$ cat src/design/tx_coder_pkg.sv
// Purpose: shared constants and types of the transmit coder with its settings
// Assumes: APB register word per index, byte address is four times the index
// Notes:   register offsets, reset values, counts and all field positions but those of the status register live here
package tx_coder_pkg;

  localparam int ADDR_W = 8;                   // apb byte address width
  localparam int DATA_W = 32;                  // apb data width

  // register indices; byte address is four times the index
  localparam logic [5:0] IDX_CODER_RATE_AND_CODING  = 6'h14;
  localparam logic [5:0] IDX_MODULATION_PULSE_WIDTH = 6'h15;
  localparam logic [5:0] IDX_SOF_PULSE_WIDTH        = 6'h16;
  localparam logic [5:0] IDX_TYPE_B_TX_FRAMING      = 6'h17;
  localparam logic [5:0] IDX_CODER_STATUS           = 6'h18;

  // reset values
  localparam logic [7:0] RST_CODER_RATE_AND_CODING  = 8'h19;
  localparam logic [7:0] RST_MODULATION_PULSE_WIDTH = 8'h13;
  localparam logic [7:0] RST_SOF_PULSE_WIDTH        = 8'h3F;
  localparam logic [7:0] RST_TYPE_B_TX_FRAMING      = 8'h00;

  // coder_rate_and_coding fields
  localparam int FORCE_SLOT_PULSE_BIT = 7;
  localparam int ENCODER_RATE_LSB     = 3;
  localparam int TX_CODING_LSB        = 0;

  // type_b_tx_framing fields
  localparam int SUPPRESS_SOF_BIT     = 7;
  localparam int SUPPRESS_EOF_BIT     = 6;
  localparam int EOF_LENGTH_BIT       = 5;
  localparam int GUARD_LSB            = 2;
  localparam int SOF_LENGTH_LSB       = 0;

  // bit coding selections
  localparam logic [2:0] CODE_NRZ_B        = 3'h0;
  localparam logic [2:0] CODE_MILLER_A     = 3'h1;
  localparam logic [2:0] CODE_LABEL_256    = 3'h4;
  localparam logic [2:0] CODE_LABEL_NRZ    = 3'h5;
  localparam logic [2:0] CODE_VICINITY_256 = 3'h6;
  localparam logic [2:0] CODE_VICINITY_4   = 3'h7;
  localparam logic [2:0] RATE_RESERVED     = 3'h7;

  // carrier and encoder clock relation: rate = carrier / divisor
  localparam longint unsigned CARRIER_HZ = 64'd13560000;

  // type b framing lengths in etu
  localparam logic [3:0] SOF_LOW_BASE_ETU  = 4'hA;
  localparam logic [3:0] SOF_HIGH_BASE_ETU = 4'h2;
  localparam logic [3:0] EOF_BASE_ETU      = 4'hA;
  localparam logic [8:0] CHAR_SLOTS        = 9'h00A;

  // symbol slots per byte for each coding
  localparam logic [8:0] SLOTS_MILLER = 9'h010;
  localparam logic [8:0] SLOTS_ONE_OF_FOUR = 9'h010;
  localparam logic [8:0] SLOTS_ONE_OF_256  = 9'h100;
  localparam logic [8:0] SLOTS_NRZ         = 9'h008;

  // carrier divisor for each encoder rate selection
  function automatic longint unsigned rate_divisor(input logic [2:0] sel);
    case (sel)
      3'h0:    rate_divisor = 64'd16;
      3'h1:    rate_divisor = 64'd32;
      3'h2:    rate_divisor = 64'd64;
      3'h3:    rate_divisor = 64'd128;
      3'h4:    rate_divisor = 64'd128;
      3'h5:    rate_divisor = 64'd256;
      3'h6:    rate_divisor = 64'd512;
      default: rate_divisor = 64'd512;
    endcase
  endfunction

  // coder sequencer states, one-hot
  typedef enum logic [6:0] {
    ST_IDLE     = 7'b0000001,
    ST_FORCE    = 7'b0000010,
    ST_SOF_LOW  = 7'b0000100,
    ST_SOF_HIGH = 7'b0001000,
    ST_WAIT     = 7'b0010000,
    ST_SYMBOL   = 7'b0100000,
    ST_EOF      = 7'b1000000
  } coder_state_type;

endpackage

$ cat src/design/etu_divider.sv
// Purpose: one-cycle symbol tick at the selected encoder rate
// Assumes: period is at least three clock cycles
// Notes:   restart_in realigns the phase so a frame starts on a full slot
`timescale 1ns/1ps
`default_nettype none
module etu_divider #(
  parameter int CNT_W = 12
) (
  input  wire logic             clock_in,
  input  wire logic             reset_in,
  input  wire logic             restart_in,   // realign the tick phase
  input  wire logic [CNT_W-1:0] period_in,    // clock cycles per slot
  output logic                  tick_out      // one-cycle slot pulse
);
  initial begin
    if (CNT_W < 2) $error("etu_divider: CNT_W too small");
  end

  logic [CNT_W-1:0] count_reg;                // cycles elapsed in this slot
  logic             tick_reg;                 // registered slot pulse

  // a tick left from before a restart would cut the first slot short
  assign tick_out = tick_reg && !restart_in;

  // free count, wrap at period; restart lands a cycle late and the tick is
  // registered, so restart starts two counts in to keep the first slot whole
  always_ff @(posedge clock_in) begin
    if (reset_in) begin
      count_reg <= '0;
      tick_reg  <= 1'b0;
    end else if (restart_in) begin
      count_reg <= CNT_W'(2);
      tick_reg  <= 1'b0;
    end else if (count_reg >= period_in - CNT_W'(1)) begin
      count_reg <= '0;
      tick_reg  <= 1'b1;
    end else begin
      count_reg <= count_reg + CNT_W'(1);
      tick_reg  <= 1'b0;
    end
  end
endmodule
`default_nettype wire

$ cat src/design/mod_pulse_timer.sv
// Purpose: modulation pulse of 2 * (width + 1) clock cycles
// Assumes: start is ignored while a pulse runs
// Notes:   busy_out is the pulse itself
`timescale 1ns/1ps
`default_nettype none
module mod_pulse_timer (
  input  wire logic       clock_in,
  input  wire logic       reset_in,
  input  wire logic       start_in,     // begin a pulse
  input  wire logic [7:0] width_in,     // width register value
  output logic            busy_out      // pulse active
);
  logic [8:0] remain_reg;               // cycles left in the pulse

  // load 2*w+1 and count down to zero
  always_ff @(posedge clock_in) begin
    if (reset_in) begin
      remain_reg <= '0;
      busy_out   <= 1'b0;
    end else if (start_in && !busy_out) begin
      remain_reg <= {width_in, 1'b0} + 9'h001;
      busy_out   <= 1'b1;
    end else if (remain_reg != 9'h000) begin
      remain_reg <= remain_reg - 9'h001;
    end else begin
      busy_out   <= 1'b0;
    end
  end
endmodule
`default_nettype wire

$ cat src/design/rf_tx_coder_config.sv
// Purpose: transmit coder with its rate, coding, pulse width and type b framing settings
// Assumes: apb master per protocol; byte stream from same-clock logic
// Notes:   mod_out high means carrier modulated (lowered)
//
// Design decision made here: the APB register port.
`timescale 1ns/1ps
`default_nettype none
// Summary of operation
// - force bit set sends one slot pulse
// - force bit never cleared by hardware
// - rate codes 000-011 give 848-106 kBd
// - rate codes 100-110 for b and labels
// - coding 000 nrz b, 001 miller
// - coding 100 label 256, 101 label nrz
// - coding 110 one-of-256, 111 one-of-four
// - pulse lasts 2*(width+1) clock cycles in pulse codings
// - sof pulse uses own width register
// - framing bit 7 suppresses type b sof
// - framing bit 6 suppresses type b eof
// - eof length 11 or 10 etu
// - extra guard time 0 to 7 etu
// - sof low 10/11, high 2/3 etu
// - reset loads 19h, 13h, 3Fh
module rf_tx_coder_config #(
  parameter longint unsigned CLK_HZ = 64'd20000000,  // system clock rate
  parameter int              CNT_W  = 12             // slot period counter width
) (
  input  wire logic        clock_in,
  input  wire logic        reset_in,
  input  wire logic        psel,
  input  wire logic        penable,
  input  wire logic        pwrite,
  input  wire logic [7:0]  paddr,
  input  wire logic [31:0] pwdata,
  output logic             pready,
  output logic [31:0]      prdata,
  output logic             pslverr,
  input  wire logic        frame_start_in,   // one-cycle request to send a frame
  input  wire logic [7:0]  data_in,          // byte to send, lsb first
  input  wire logic        data_valid_in,    // byte present
  input  wire logic        data_last_in,     // byte closes the frame
  output logic             data_ready_out,   // coder takes the byte
  output logic             mod_out,          // modulator drive
  output logic             frame_busy_out    // frame or forced pulse in progress
);
  initial begin
    if (CLK_HZ * 64'd512 / tx_coder_pkg::CARRIER_HZ >= (64'd1 << CNT_W))
      $error("rf_tx_coder_config: CNT_W too small for slowest rate");
  end

  // software-visible settings
  logic [7:0] ctrl_reg;                 // coder_rate_and_coding
  logic [7:0] width_reg;                // modulation_pulse_width
  logic [7:0] sof_width_reg;            // sof_pulse_width
  logic [7:0] framing_reg;              // type_b_tx_framing

  // settings frozen for the running frame
  logic [2:0] rate_reg;
  logic [2:0] coding_reg;
  logic [7:0] fr_width_reg;
  logic [7:0] fr_sof_width_reg;
  logic [7:0] fr_framing_reg;

  tx_coder_pkg::coder_state_type state_reg;
  logic [8:0]  slot_reg;                // slot within a byte or phase
  logic [7:0]  byte_reg;                // byte being coded
  logic        last_reg;                // byte closes the frame
  logic        prev_bit_reg;            // previous miller bit
  logic        slot_pulse_done_reg;     // forced pulse already sent
  logic        tick;                    // slot tick
  logic        restart;                 // realign divider
  logic        pulse_start;             // request a modulation pulse
  logic        pulse_busy;              // pulse running
  logic        pulse_from_sof;          // pulse uses sof width
  logic [7:0]  pulse_width;
  logic [CNT_W-1:0] period;

  // apb access decode
  wire         apb_access = psel && penable && pready;
  wire  [5:0]  apb_index  = paddr[7:2];
  wire         is_type_b  = coding_reg == tx_coder_pkg::CODE_NRZ_B;
  wire         is_level   = is_type_b || coding_reg == tx_coder_pkg::CODE_LABEL_NRZ;

  // mapped index check, used for both read and write
  function automatic logic index_mapped(input logic [5:0] idx);
    index_mapped = idx >= tx_coder_pkg::IDX_CODER_RATE_AND_CODING &&
                   idx <= tx_coder_pkg::IDX_CODER_STATUS;
  endfunction

  // coding and rate codes that a frame can run with; reserved ones are refused
  function automatic logic mode_ok(input logic [7:0] ctrl);
    mode_ok = ctrl[tx_coder_pkg::ENCODER_RATE_LSB +: 3] != tx_coder_pkg::RATE_RESERVED &&
              ctrl[tx_coder_pkg::TX_CODING_LSB +: 3] != 3'h2 &&
              ctrl[tx_coder_pkg::TX_CODING_LSB +: 3] != 3'h3;
  endfunction

  // slots in one byte for the frozen coding
  function automatic logic [8:0] slots_per_byte(input logic [2:0] code);
    case (code)
      tx_coder_pkg::CODE_NRZ_B:        slots_per_byte = tx_coder_pkg::CHAR_SLOTS;
      tx_coder_pkg::CODE_MILLER_A:     slots_per_byte = tx_coder_pkg::SLOTS_MILLER;
      tx_coder_pkg::CODE_VICINITY_4:   slots_per_byte = tx_coder_pkg::SLOTS_ONE_OF_FOUR;
      tx_coder_pkg::CODE_LABEL_NRZ:    slots_per_byte = tx_coder_pkg::SLOTS_NRZ;
      default:                         slots_per_byte = tx_coder_pkg::SLOTS_ONE_OF_256;
    endcase
  endfunction

  // slot period from the frozen rate code
  // slow rates for type b and label modes
  assign period = CNT_W'(CLK_HZ * tx_coder_pkg::rate_divisor(rate_reg)
                         / tx_coder_pkg::CARRIER_HZ);

  etu_divider #(
    .CNT_W      (CNT_W)
  ) u_divider (
    .clock_in   (clock_in),
    .reset_in   (reset_in),
    .restart_in (restart),
    .period_in  (period),
    .tick_out   (tick)
  );

  // sof pulse width picked from its own register
  assign pulse_width = pulse_from_sof ? fr_sof_width_reg : fr_width_reg;

  mod_pulse_timer u_pulse (
    .clock_in (clock_in),
    .reset_in (reset_in),
    .start_in (pulse_start),
    .width_in (pulse_width),
    .busy_out (pulse_busy)
  );

  // apb handshake: no wait state, answer registered
  always_ff @(posedge clock_in) begin
    if (reset_in) begin
      pready  <= 1'b0;
      pslverr <= 1'b0;
      prdata  <= 32'h0000_0000;
    end else begin
      pready  <= psel && !penable && !pready;
      pslverr <= psel && !penable && !pready && !index_mapped(paddr[7:2]);
      // read data captured at setup, valid in access phase
      case (paddr[7:2])
        tx_coder_pkg::IDX_CODER_RATE_AND_CODING:  prdata <= {24'h000000, ctrl_reg};
        tx_coder_pkg::IDX_MODULATION_PULSE_WIDTH: prdata <= {24'h000000, width_reg};
        tx_coder_pkg::IDX_SOF_PULSE_WIDTH:        prdata <= {24'h000000, sof_width_reg};
        tx_coder_pkg::IDX_TYPE_B_TX_FRAMING:      prdata <= {24'h000000, framing_reg};
        tx_coder_pkg::IDX_CODER_STATUS:
          prdata <= {22'h000000, slot_pulse_done_reg, frame_busy_out, 1'b0, state_reg};
        default:                                  prdata <= 32'h0000_0000;
      endcase
    end
  end

  // register writes; unmapped and status writes are dropped
  always_ff @(posedge clock_in) begin
    if (reset_in) begin
      ctrl_reg      <= tx_coder_pkg::RST_CODER_RATE_AND_CODING;
      width_reg     <= tx_coder_pkg::RST_MODULATION_PULSE_WIDTH;
      sof_width_reg <= tx_coder_pkg::RST_SOF_PULSE_WIDTH;
      framing_reg   <= tx_coder_pkg::RST_TYPE_B_TX_FRAMING;
    end else if (apb_access && pwrite) begin
      case (apb_index)
        // only software changes the force bit
        // bit 6 stored as written, software keeps it zero
        tx_coder_pkg::IDX_CODER_RATE_AND_CODING:  ctrl_reg      <= pwdata[7:0];
        // software picks 73h here for the fast label mode
        tx_coder_pkg::IDX_MODULATION_PULSE_WIDTH: width_reg     <= pwdata[7:0];
        tx_coder_pkg::IDX_SOF_PULSE_WIDTH:        sof_width_reg <= pwdata[7:0];
        tx_coder_pkg::IDX_TYPE_B_TX_FRAMING:      framing_reg   <= pwdata[7:0];
        default: ;
      endcase
    end
  end

  // forced pulse armed once per set of the bit, rearmed when it clears
  always_ff @(posedge clock_in) begin
    if (reset_in) begin
      slot_pulse_done_reg <= 1'b0;
    end else if (!ctrl_reg[tx_coder_pkg::FORCE_SLOT_PULSE_BIT]) begin
      slot_pulse_done_reg <= 1'b0;
    end else if (state_reg == tx_coder_pkg::ST_FORCE) begin
      slot_pulse_done_reg <= 1'b1;
    end
  end

  // settings frozen when a frame or forced pulse starts
  always_ff @(posedge clock_in) begin
    if (reset_in) begin
      rate_reg         <= tx_coder_pkg::RST_CODER_RATE_AND_CODING[5:3];
      coding_reg       <= tx_coder_pkg::RST_CODER_RATE_AND_CODING[2:0];
      fr_width_reg     <= tx_coder_pkg::RST_MODULATION_PULSE_WIDTH;
      fr_sof_width_reg <= tx_coder_pkg::RST_SOF_PULSE_WIDTH;
      fr_framing_reg   <= tx_coder_pkg::RST_TYPE_B_TX_FRAMING;
    end else if (state_reg == tx_coder_pkg::ST_IDLE) begin
      rate_reg         <= ctrl_reg[tx_coder_pkg::ENCODER_RATE_LSB +: 3];
      coding_reg       <= ctrl_reg[tx_coder_pkg::TX_CODING_LSB +: 3];
      fr_width_reg     <= width_reg;
      fr_sof_width_reg <= sof_width_reg;
      fr_framing_reg   <= framing_reg;
    end
  end

  // pulse requests for pulse codings, decided per slot
  always_comb begin
    pulse_start    = 1'b0;
    pulse_from_sof = 1'b0;
    case (state_reg)
      tx_coder_pkg::ST_FORCE:   pulse_start = !pulse_busy;
      tx_coder_pkg::ST_SOF_LOW: begin
        pulse_from_sof = 1'b1;
        pulse_start    = !is_level && slot_reg == 9'h000 && tick;
      end
      tx_coder_pkg::ST_SYMBOL: begin
        if (tick && !is_level) begin
          case (coding_reg)
            // miller, 1 mid-bit, 0 at start unless after a 1
            tx_coder_pkg::CODE_MILLER_A:
              pulse_start = byte_reg[slot_reg[3:1]] ? slot_reg[0]
                                                    : (!slot_reg[0] && !prev_bit_reg);
            // one-of-four, pulse in slot equal to the bit pair
            tx_coder_pkg::CODE_VICINITY_4:
              pulse_start = slot_reg[1:0] == byte_reg[{slot_reg[3:2], 1'b0} +: 2];
            // one-of-256, pulse in slot equal to the byte
            default: pulse_start = slot_reg[7:0] == byte_reg;
          endcase
        end
      end
      tx_coder_pkg::ST_EOF:     pulse_start = !is_level && slot_reg == 9'h000 && tick;
      default: ;
    endcase
  end

  // sequencer
  always_ff @(posedge clock_in) begin
    if (reset_in) begin
      state_reg      <= tx_coder_pkg::ST_IDLE;
      slot_reg       <= 9'h000;
      byte_reg       <= 8'h00;
      last_reg       <= 1'b0;
      prev_bit_reg   <= 1'b0;
      data_ready_out <= 1'b0;
      restart        <= 1'b0;
    end else begin
      restart <= 1'b0;
      case (state_reg)
        tx_coder_pkg::ST_IDLE: begin
          slot_reg     <= 9'h000;
          prev_bit_reg <= 1'b0;
          if (ctrl_reg[tx_coder_pkg::FORCE_SLOT_PULSE_BIT] && !slot_pulse_done_reg) begin
            state_reg <= tx_coder_pkg::ST_FORCE;
          end else if (frame_start_in && mode_ok(ctrl_reg)) begin
            restart <= 1'b1;
            // type b sof skipped when suppressed
            if (ctrl_reg[2:0] == tx_coder_pkg::CODE_NRZ_B &&
                framing_reg[tx_coder_pkg::SUPPRESS_SOF_BIT]) begin
              state_reg      <= tx_coder_pkg::ST_WAIT;
              data_ready_out <= 1'b1;
            end else begin
              state_reg <= tx_coder_pkg::ST_SOF_LOW;
            end
          end
        end
        tx_coder_pkg::ST_FORCE: begin
          if (pulse_busy) state_reg <= tx_coder_pkg::ST_IDLE;
        end
        tx_coder_pkg::ST_SOF_LOW: begin
          // low phase 10 or 11 etu
          if (tick) begin
            if (!is_type_b || slot_reg == 9'({tx_coder_pkg::SOF_LOW_BASE_ETU}
                + fr_framing_reg[tx_coder_pkg::SOF_LENGTH_LSB + 1]) - 9'h001) begin
              slot_reg  <= 9'h000;
              state_reg <= is_type_b ? tx_coder_pkg::ST_SOF_HIGH : tx_coder_pkg::ST_WAIT;
              data_ready_out <= !is_type_b;
            end else begin
              slot_reg <= slot_reg + 9'h001;
            end
          end
        end
        tx_coder_pkg::ST_SOF_HIGH: begin
          // high phase 2 or 3 etu
          if (tick) begin
            if (slot_reg == 9'({tx_coder_pkg::SOF_HIGH_BASE_ETU}
                + fr_framing_reg[tx_coder_pkg::SOF_LENGTH_LSB]) - 9'h001) begin
              slot_reg       <= 9'h000;
              state_reg      <= tx_coder_pkg::ST_WAIT;
              data_ready_out <= 1'b1;
            end else begin
              slot_reg <= slot_reg + 9'h001;
            end
          end
        end
        tx_coder_pkg::ST_WAIT: begin
          // line stays idle until a byte comes
          if (data_valid_in) begin
            byte_reg       <= data_in;
            last_reg       <= data_last_in;
            data_ready_out <= 1'b0;
            slot_reg       <= 9'h000;
            restart        <= 1'b1;
            state_reg      <= tx_coder_pkg::ST_SYMBOL;
          end
        end
        tx_coder_pkg::ST_SYMBOL: begin
          if (tick) begin
            if (coding_reg == tx_coder_pkg::CODE_MILLER_A && slot_reg[0])
              prev_bit_reg <= byte_reg[slot_reg[3:1]];
            // type b character plus extra guard etu
            if (slot_reg == slots_per_byte(coding_reg) - 9'h001 + (is_type_b ?
                9'(fr_framing_reg[tx_coder_pkg::GUARD_LSB +: 3]) : 9'h000)) begin
              slot_reg <= 9'h000;
              if (!last_reg) begin
                state_reg      <= tx_coder_pkg::ST_WAIT;
                data_ready_out <= 1'b1;
              // type b eof skipped when suppressed
              end else if (is_type_b && fr_framing_reg[tx_coder_pkg::SUPPRESS_EOF_BIT]) begin
                state_reg <= tx_coder_pkg::ST_IDLE;
              end else begin
                state_reg <= tx_coder_pkg::ST_EOF;
              end
            end else begin
              slot_reg <= slot_reg + 9'h001;
            end
          end
        end
        tx_coder_pkg::ST_EOF: begin
          // type b eof 10 or 11 etu, pulse codings one slot
          if (tick) begin
            if (!is_type_b || slot_reg == 9'({tx_coder_pkg::EOF_BASE_ETU}
                + fr_framing_reg[tx_coder_pkg::EOF_LENGTH_BIT]) - 9'h001) begin
              slot_reg  <= 9'h000;
              state_reg <= tx_coder_pkg::ST_IDLE;
            end else begin
              slot_reg <= slot_reg + 9'h001;
            end
          end
        end
        default: state_reg <= tx_coder_pkg::ST_IDLE;
      endcase
    end
  end

  // modulator drive; level codings follow the line, pulse codings the timer
  always_ff @(posedge clock_in) begin
    if (reset_in) begin
      mod_out        <= 1'b0;
      frame_busy_out <= 1'b0;
    end else begin
      // a pulse started on the last slot outlives the state, keep busy over it
      frame_busy_out <= state_reg != tx_coder_pkg::ST_IDLE || pulse_busy;
      // pulse codings follow the width timer; in level codings the forced pulse shows only while in ST_FORCE
      if (state_reg == tx_coder_pkg::ST_FORCE || !is_level) begin
        mod_out <= pulse_busy;
      end else begin
        case (state_reg)
          tx_coder_pkg::ST_SOF_LOW: mod_out <= 1'b1;
          tx_coder_pkg::ST_EOF:     mod_out <= 1'b1;
          // nrz, start bit low, data, stop and guard high
          tx_coder_pkg::ST_SYMBOL: begin
            if (!is_type_b) mod_out <= !byte_reg[slot_reg[2:0]];
            else if (slot_reg == 9'h000) mod_out <= 1'b1;
            else if (slot_reg <= 9'h008) mod_out <= !byte_reg[3'(slot_reg - 9'h001)];
            else mod_out <= 1'b0;
          end
          default: mod_out <= 1'b0;
        endcase
      end
    end
  end
endmodule
`default_nettype wire

$ cat config.mk
export PLATFORM = sky130hd
export DESIGN_NAME = rf_tx_coder_config
export DESIGN_NICKNAME = d
export VERILOG_FILES = /design/src/design/tx_coder_pkg.sv /design/src/design/etu_divider.sv /design/src/design/mod_pulse_timer.sv /design/src/design/rf_tx_coder_config.sv
export SDC_FILE = /design/constraint.sdc
export NUM_CORES = 1
export LEC_CHECK = 0
export ABC_CLOCK_PERIOD_IN_PS = 28800
export BUFFER_PORTS_ARGS = -buffer_cell sky130_fd_sc_hd__buf_2
export CORE_MARGIN = 2
export CORE_UTILIZATION = 64
export DETAILED_ROUTE_END_ITERATION = 16
export HOLD_SLACK_MARGIN = 0.12
export PLACE_DENSITY_LB_ADDON = 0.25
export REMOVE_ABC_BUFFERS = 1
export SLEW_MARGIN = 5
export SYNTH_ARGS = -nofsm -noshare
export SYNTH_HDL_FRONTEND = slang
export SYNTH_SLANG_ARGS = --single-unit
$ cat constraint.sdc
create_clock -name clock_in -period 28.8 [get_ports clock_in]
set_input_delay 5.76 -clock clock_in [delete_from_list [all_inputs] [get_ports clock_in]]
set_output_delay 5.76 -clock clock_in [all_outputs]
set_load 0.01 [all_outputs]
* After elaboration in Yosys (flattened, before gate mapping) *
Cells that the tools add are included.

storage, ports and cells
  register bits after elaboration = 149
  latch bits = 0
  memory bits (writable) = 0
  memory bits (read-only) = 0
  input bits = 56
  output and inout port bits = 37
  word-level logic and storage cells = 237
  memories kept = 0

cells by class
  add/subtract/negate cells = 14
  multiply operators = 1
  div/mod/pow operators = 1
  magnitude comparators = 7
  equal/unequal tests = 47
  shifts and indexed selects = 1
  muxes and demuxes = 77
  bitwise operators = 1
  reductions and logical operators = 61

operators by type and width
  cell                    number
  $mux 9                  14
  $pmux 10 s5             2
  $mux 7                  14
  $div 64x24->64 const B  1
  $mul 17x64->56 const A  1
  $pmux 9 s6              1
  $pmux 7 s7              1
  $eq 9x9->1              4
  $eq 6x5->1 const B      5
  $mux 1                  29
  $pmux 9 s3              1
  $ne 2x2->1 const B      12
  $logic_and 1x1->1       20
  $add 9x1->9 const B     2
  $sub 9x1->9 const B     2
  $add 12x1->12 const B   1
  $eq 3x3->1 const B      4
  $ge 12x12->1            1
  $logic_not 1->1         12
  $lt 3x4->1 const B      3
  $reduce_and 12->1       1
  $sub 12x1->12 const B   1
  $sub 5x1->6 const B     2
  $reduce_and 11->1       1
  other kinds (46)        75

* Depth between registers and ports, before layout *
  word-level depth = 12
  depth in mapped cells = 117
  depth with buffers taken out = 106

* Hierarchy *
Synthesis repeated with hierarchy kept, for this count alone.

second synthesis, totals
  cell total of the unflattened synthesis = 1885
  area total of the unflattened synthesis = 14346.3 µm²

by module, submodules not included
  module              times used  cells an instance  area an instance (µm²)  sequential area each (µm²)
  rf_tx_coder_config  1           1700               12723.5                 2082.0
  etu_divider         1           119                1067.3                  260.2
  mod_pulse_timer     1           66                 555.5                   200.2

* Worst setup path after synthesis *
Ideal clock, no wire load.

  kind = register to register
  from = register rate_reg[1]
  to = register u_divider.count_reg[10]
  library setup time = 69 ps
  arrival = 22654 ps
  data required time = 28731 ps
  slack = 6077 ps
  stages on the path, launching flop included = 113
  path buffers = 10
  period minus slack after synthesis = 22723 ps
  path through = dfxtp_1 ha_1 clkbuf_1 clkbuf_1 buf_2 clkbuf_1 nor2_1 ha_1 ha_1 a21o_1 ha_1 ha_1 ha_1 ha_1 buf_2 nand2_1 o31ai_4 or3_1 [... 77 more ...] a211oi_1 a32oi_1 nor3_2 ha_1 ha_1 a21o_1 a21o_1 a21oi_1 nor2b_1 o21ai_0 nand2b_1 a21oi_1 nor2b_1 o21ai_0 nand2b_1 a2111oi_0 nand2_1 nor2_1

between the ends
  word-level cells in the longest chain between the ends = 8
  elaborated cells on any way between the ends = 13
  those cells by class = add/sub: 1; mul: 1; div: 1; order compare: 1; eq/ne: 5; mux: 1; reduce/logical: 3

RTL lines
  what                                             line                       text
  from (decl)                                      rf_tx_coder_config.sv:58   logic [2:0] rate_reg;
  from (signal assigned)                           rf_tx_coder_config.sv:191  rate_reg <= tx_coder_pkg::RST_CODER_RATE_AND_CODING[5:3];
  from (signal assigned)                           rf_tx_coder_config.sv:197  rate_reg <= ctrl_reg[tx_coder_pkg::ENCODER_RATE_LSB +: 3];
  $eq 3x3->1 / $eq 3x2->1 (equally long branches)  tx_coder_pkg.sv:60         case (sel)
  $reduce_or 2->1 (no source line)                 --
  $pmux 10 s5 *                                    tx_coder_pkg.sv:60
  $mul 17x64->56 *                                 rf_tx_coder_config.sv:110  assign period = CNT_W'(CLK_HZ * tx_coder_pkg::rate_divisor(rate_reg)
  $div 64x24->64 *                                 rf_tx_coder_config.sv:111  / tx_coder_pkg::CARRIER_HZ);
  $sub 12x1->12 *                                  etu_divider.sv:34          end else if (count_reg >= period_in - CNT_W'(1)) begin
  $ge 12x12->1 *                                   etu_divider.sv:34
  $reduce_or 3->1 (no source line) *               --
  to (signal assigned)                             etu_divider.sv:38          count_reg <= count_reg + CNT_W'(1);
  to (decl)                                        etu_divider.sv:19          logic [CNT_W-1:0] count_reg;

Mark *: on every way between the ends. The rest lies on a longest branch, timed or not.
A chain may end at the register's enable or synchronous reset.

* Worst setup path after layout *
  from = register rate_reg[2]
  to = register u_divider.count_reg[7]

Same word-level chain as after synthesis.

==> results_dict.tcl <==
set metrics [dict create \
    final.period_utilization_pct 93.3 \
    cts_tree "yes" \
    slowest_stage "dfxtp_1" \
    area_delta_synth_final_pct 5.76 \
    synth_ff_type "dfxtp_1" \
    die_w_um 163 \
    rsz0062_at_grt "no" \
    cts_root_buf "clkbuf_16" \
    gp_congestion 0.988 \
    met1_usage_pct 47.8 \
    r2r_cells 101 \
    cp_max_fo 22 \
    syn_area_per_cell_um2 7.60 \
    cts.clk_slew.worst_paths_ns 0.06 \
    num_rows 58 \
    antenna_found_initial 0 \
    ys_warn_count 0 \
    yosysTopAreaCell "dfxtp_1" \
    drt-total-wl_um 51000 \
    cp.required_ns 29.16 \
    grtUsageMet3_pct 6.88 \
    grt_pass1_wl_um 82300 \
    grt.overflow.total 0 \
    clk_latency_ns 0.43 \
    port_buffers 44 \
    worstSetupPathType "flop to flop" \
    postRouteAntennaNets 0 \
    finalHoldViolations 0 \
    yosysSeqAreaShare_pct 15.7 \
    ios 93 \
    status "completed" \
    reg2reg_from "rate_reg[2]" \
    clock_path_buffers 2 \
    initial_core_util_pct 64.6 \
    die-area_mm2 0.0266 \
    antenna_cells 0 \
    drt-vias-per-instance 6.95 \
    critPathCaptureType "flop" \
    fin_skew_ns 0.0107 \
    die_y_um 163 \
    drive_gt1_share_pct 10.8 \
    grt_max_degree 96 \
    synth_cell_type_count 124 \
    cp-endpoint "u_divider.count_reg[7]" \
    largest_reg_flops 12 \
    fin_nets 2268 \
    max_cap_viol_count 0 \
    drc 0 \
    htreeDepth 4 \
    drv_slew 0 \
    worstSetupStartpoint "rate_reg[2]" \
    dpl.hpwl_um 37100 \
    slew_headroom_pct 21.1 \
    synthesis.area_mm2 0.0162 \
    cts_buffers 17 \
    timing.setup.tns_ns 0 \
    critPathMaxStageDelay_ns 0.91 \
    drt_first_pass_iters 6 \
    worst_pin_slew_ns 1.17 \
    worstHoldPathType "flop to flop" \
    grt_use_total_pct 38.0 \
    setup-violations-final 0 \
    worst-r2r-setup-slack_ns 1.94 \
    crit_path_start_kind "flop" \
    gr-usage-met2_pct 63.3 \
    fillers 2184 \
    core_area_mm2 0.0250 \
    max_freq_ghz 0.0372 \
    num_vias 17100 \
    crit_top_cell "ha_1" \
    synth_seq_cells 127 \
    yosysTopAreaCellShare_pct 15.7 \
    drt_first_iter_violations 2220 \
    cp_data_arrival_time_ns 27.21 \
    min_period_ns 26.86 \
    synthesis.instances 2129 \
    busiest_layer "met2" \
    synth_area_leaders "dfxtp_1 16%, ha_1 6.6%, nand2_1 5.1%" \
    async_reset_ff_share_pct 0 \
    r2r-end "u_divider.count_reg[7]" \
    clock-sinks 127 \
    grt_pass1_vias 16100 \
    synth_edf_count 0 \
    wl_per_cell_um 20.7 \
]
## critical path: cells and delay by family, from the launching register on
family                     cells  cell delay (ns)
AOI/OAI and AO/OA             41            11.72
and+or+nand+nor               35             7.16
adders and majority gates     15             4.17
xor gates and xnor gates       5             1.97
DFF                            1             0.91
muxes                          2             0.66
buffers and inverters          3             0.18
## cells in the mapped netlist, types with 20 or more instances
library cell  count
clkbuf_1         75
o211ai_1         31
nand3_1          69
nand2b_1         26
a211o_1          35
nor2_1          183
ha_1             86
a31oi_1          36
xnor2_1          90
and3_1           20
nand3b_1         24
xor2_1           35
mux2i_1          67
and2_1           31
o21ai_0          93
dfxtp_1         127
buf_4            26
or3_1            20
nand4_1          30
nand2_1         220
a21oi_1         116
nor4_1           20
inv_1            54
a21o_1           32
nor2b_1          29
o31ai_1          24
a211oi_1         41
nor3_1           64
## stage by stage
| step | cell area [µm²] | hold slack (ns) | util, % | cells | setup slack (ns) |
|---|---|---|---|---|---|
| finish | 17100 | 0.457 | 68.4 | 2465 | 1.94 |
| global route | 17100 | 0.470 | 68.4 | 2465 | 0.0211 |
| CTS | 17100 | 0.458 | 68.2 | 2465 | 2.16 |
| detailed placement | 16500 | 0.450 | 66.0 | 2433 | 2.26 |
| global placement | 16500 | 0.432 | 66.0 | 2433 | 2.78 |
| floorplan | 15700 | 0.425 | - | 2035 | 5.32 |
## worst min path at each step
stage / start / endpoint / slack, ns / cells past startpoint
2_1_floorplan: fr_framing_reg[3] / fr_framing_reg[3] / 0.43 / 2
3_3_place_gp: pready / pready / 0.43 / 1
3_5_place_dp: fr_width_reg[7] / fr_width_reg[7] / 0.45 / 2
4_1_cts: fr_framing_reg[2] / fr_framing_reg[2] / 0.46 / 2
5_1_grt: fr_sof_width_reg[7] / fr_sof_width_reg[7] / 0.47 / 2
6_report: fr_width_reg[3] / fr_width_reg[3] / 0.46 / 2
## layer usage
metal,vias to the layer above,part of all wire (%)
li1,8003,-
met1,7961,41
met2,963,46
met3,203,9.1
met4,0,4.5
met5,-,0
## timing repair
action,in CTS,in global routing
hold buffers,0,0
endpoints found under the setup margin,0,11
gates resized for setup,0,6
buffers inserted,0,0
## final cells by class
type / instances / area (µm²) / share of cell area (%)
timing repair buffer: 68 / 403 / 2.35
inverter: 60 / 225 / 1.32
clock buffer: 19 / 433 / 2.53
clock inverter: 13 / 133 / 0.775
multi-input combinational: 1848 / 13000 / 75.8
tap: 330 / 413 / 2.41
sequential: 127 / 2540 / 14.9
## placed cells by master, fill, tap and decap left out, types with 14 or more instances in the layout
cell and instances:
xor2_1 34, nand4_1 30, buf_2 43, nand3b_1 24
nor3_1 64, a211oi_1 41, o211ai_1 31, a21o_1 32
nand3_1 69, nand2_1 220, a31oi_1 36, clkbuf_16 17
buf_4 25, and2_1 30, and3_1 20, conb_1 38
dfxtp_1 127, nor4_1 20, nand2b_1 26, xnor2_1 90
o21a_1 18, o21ai_1 14, mux2i_1 66, a21oi_1 116
or3_1 20, a211o_1 35, o21ai_0 93, nor2_1 182
o31ai_1 24, inv_1 54, ha_1 85, nor2b_1 29
## kinds of logic (layout without fill, tap and decap cells)
| logic type | after synthesis | in the layout | share of synthesized area (%) |
|---|---|---|---|
| other | 2 | 38 | 0.0464 |
| AOI/OAI and AO/OA | 677 | 677 | 32.0 |
| and+or+nand+nor | 821 | 821 | 25.9 |
| adders and majority gates | 90 | 90 | 7.14 |
| xor gates and xnor gates | 135 | 135 | 7.85 |
| DFF | 127 | 127 | 15.7 |
| muxes | 87 | 87 | 6.18 |
| buffers and inverters | 190 | 160 | 5.20 |
Power is left out: the tool's default activity adds up to more than one toggle a clock period on the data nets, which glitch-free logic cannot reach.
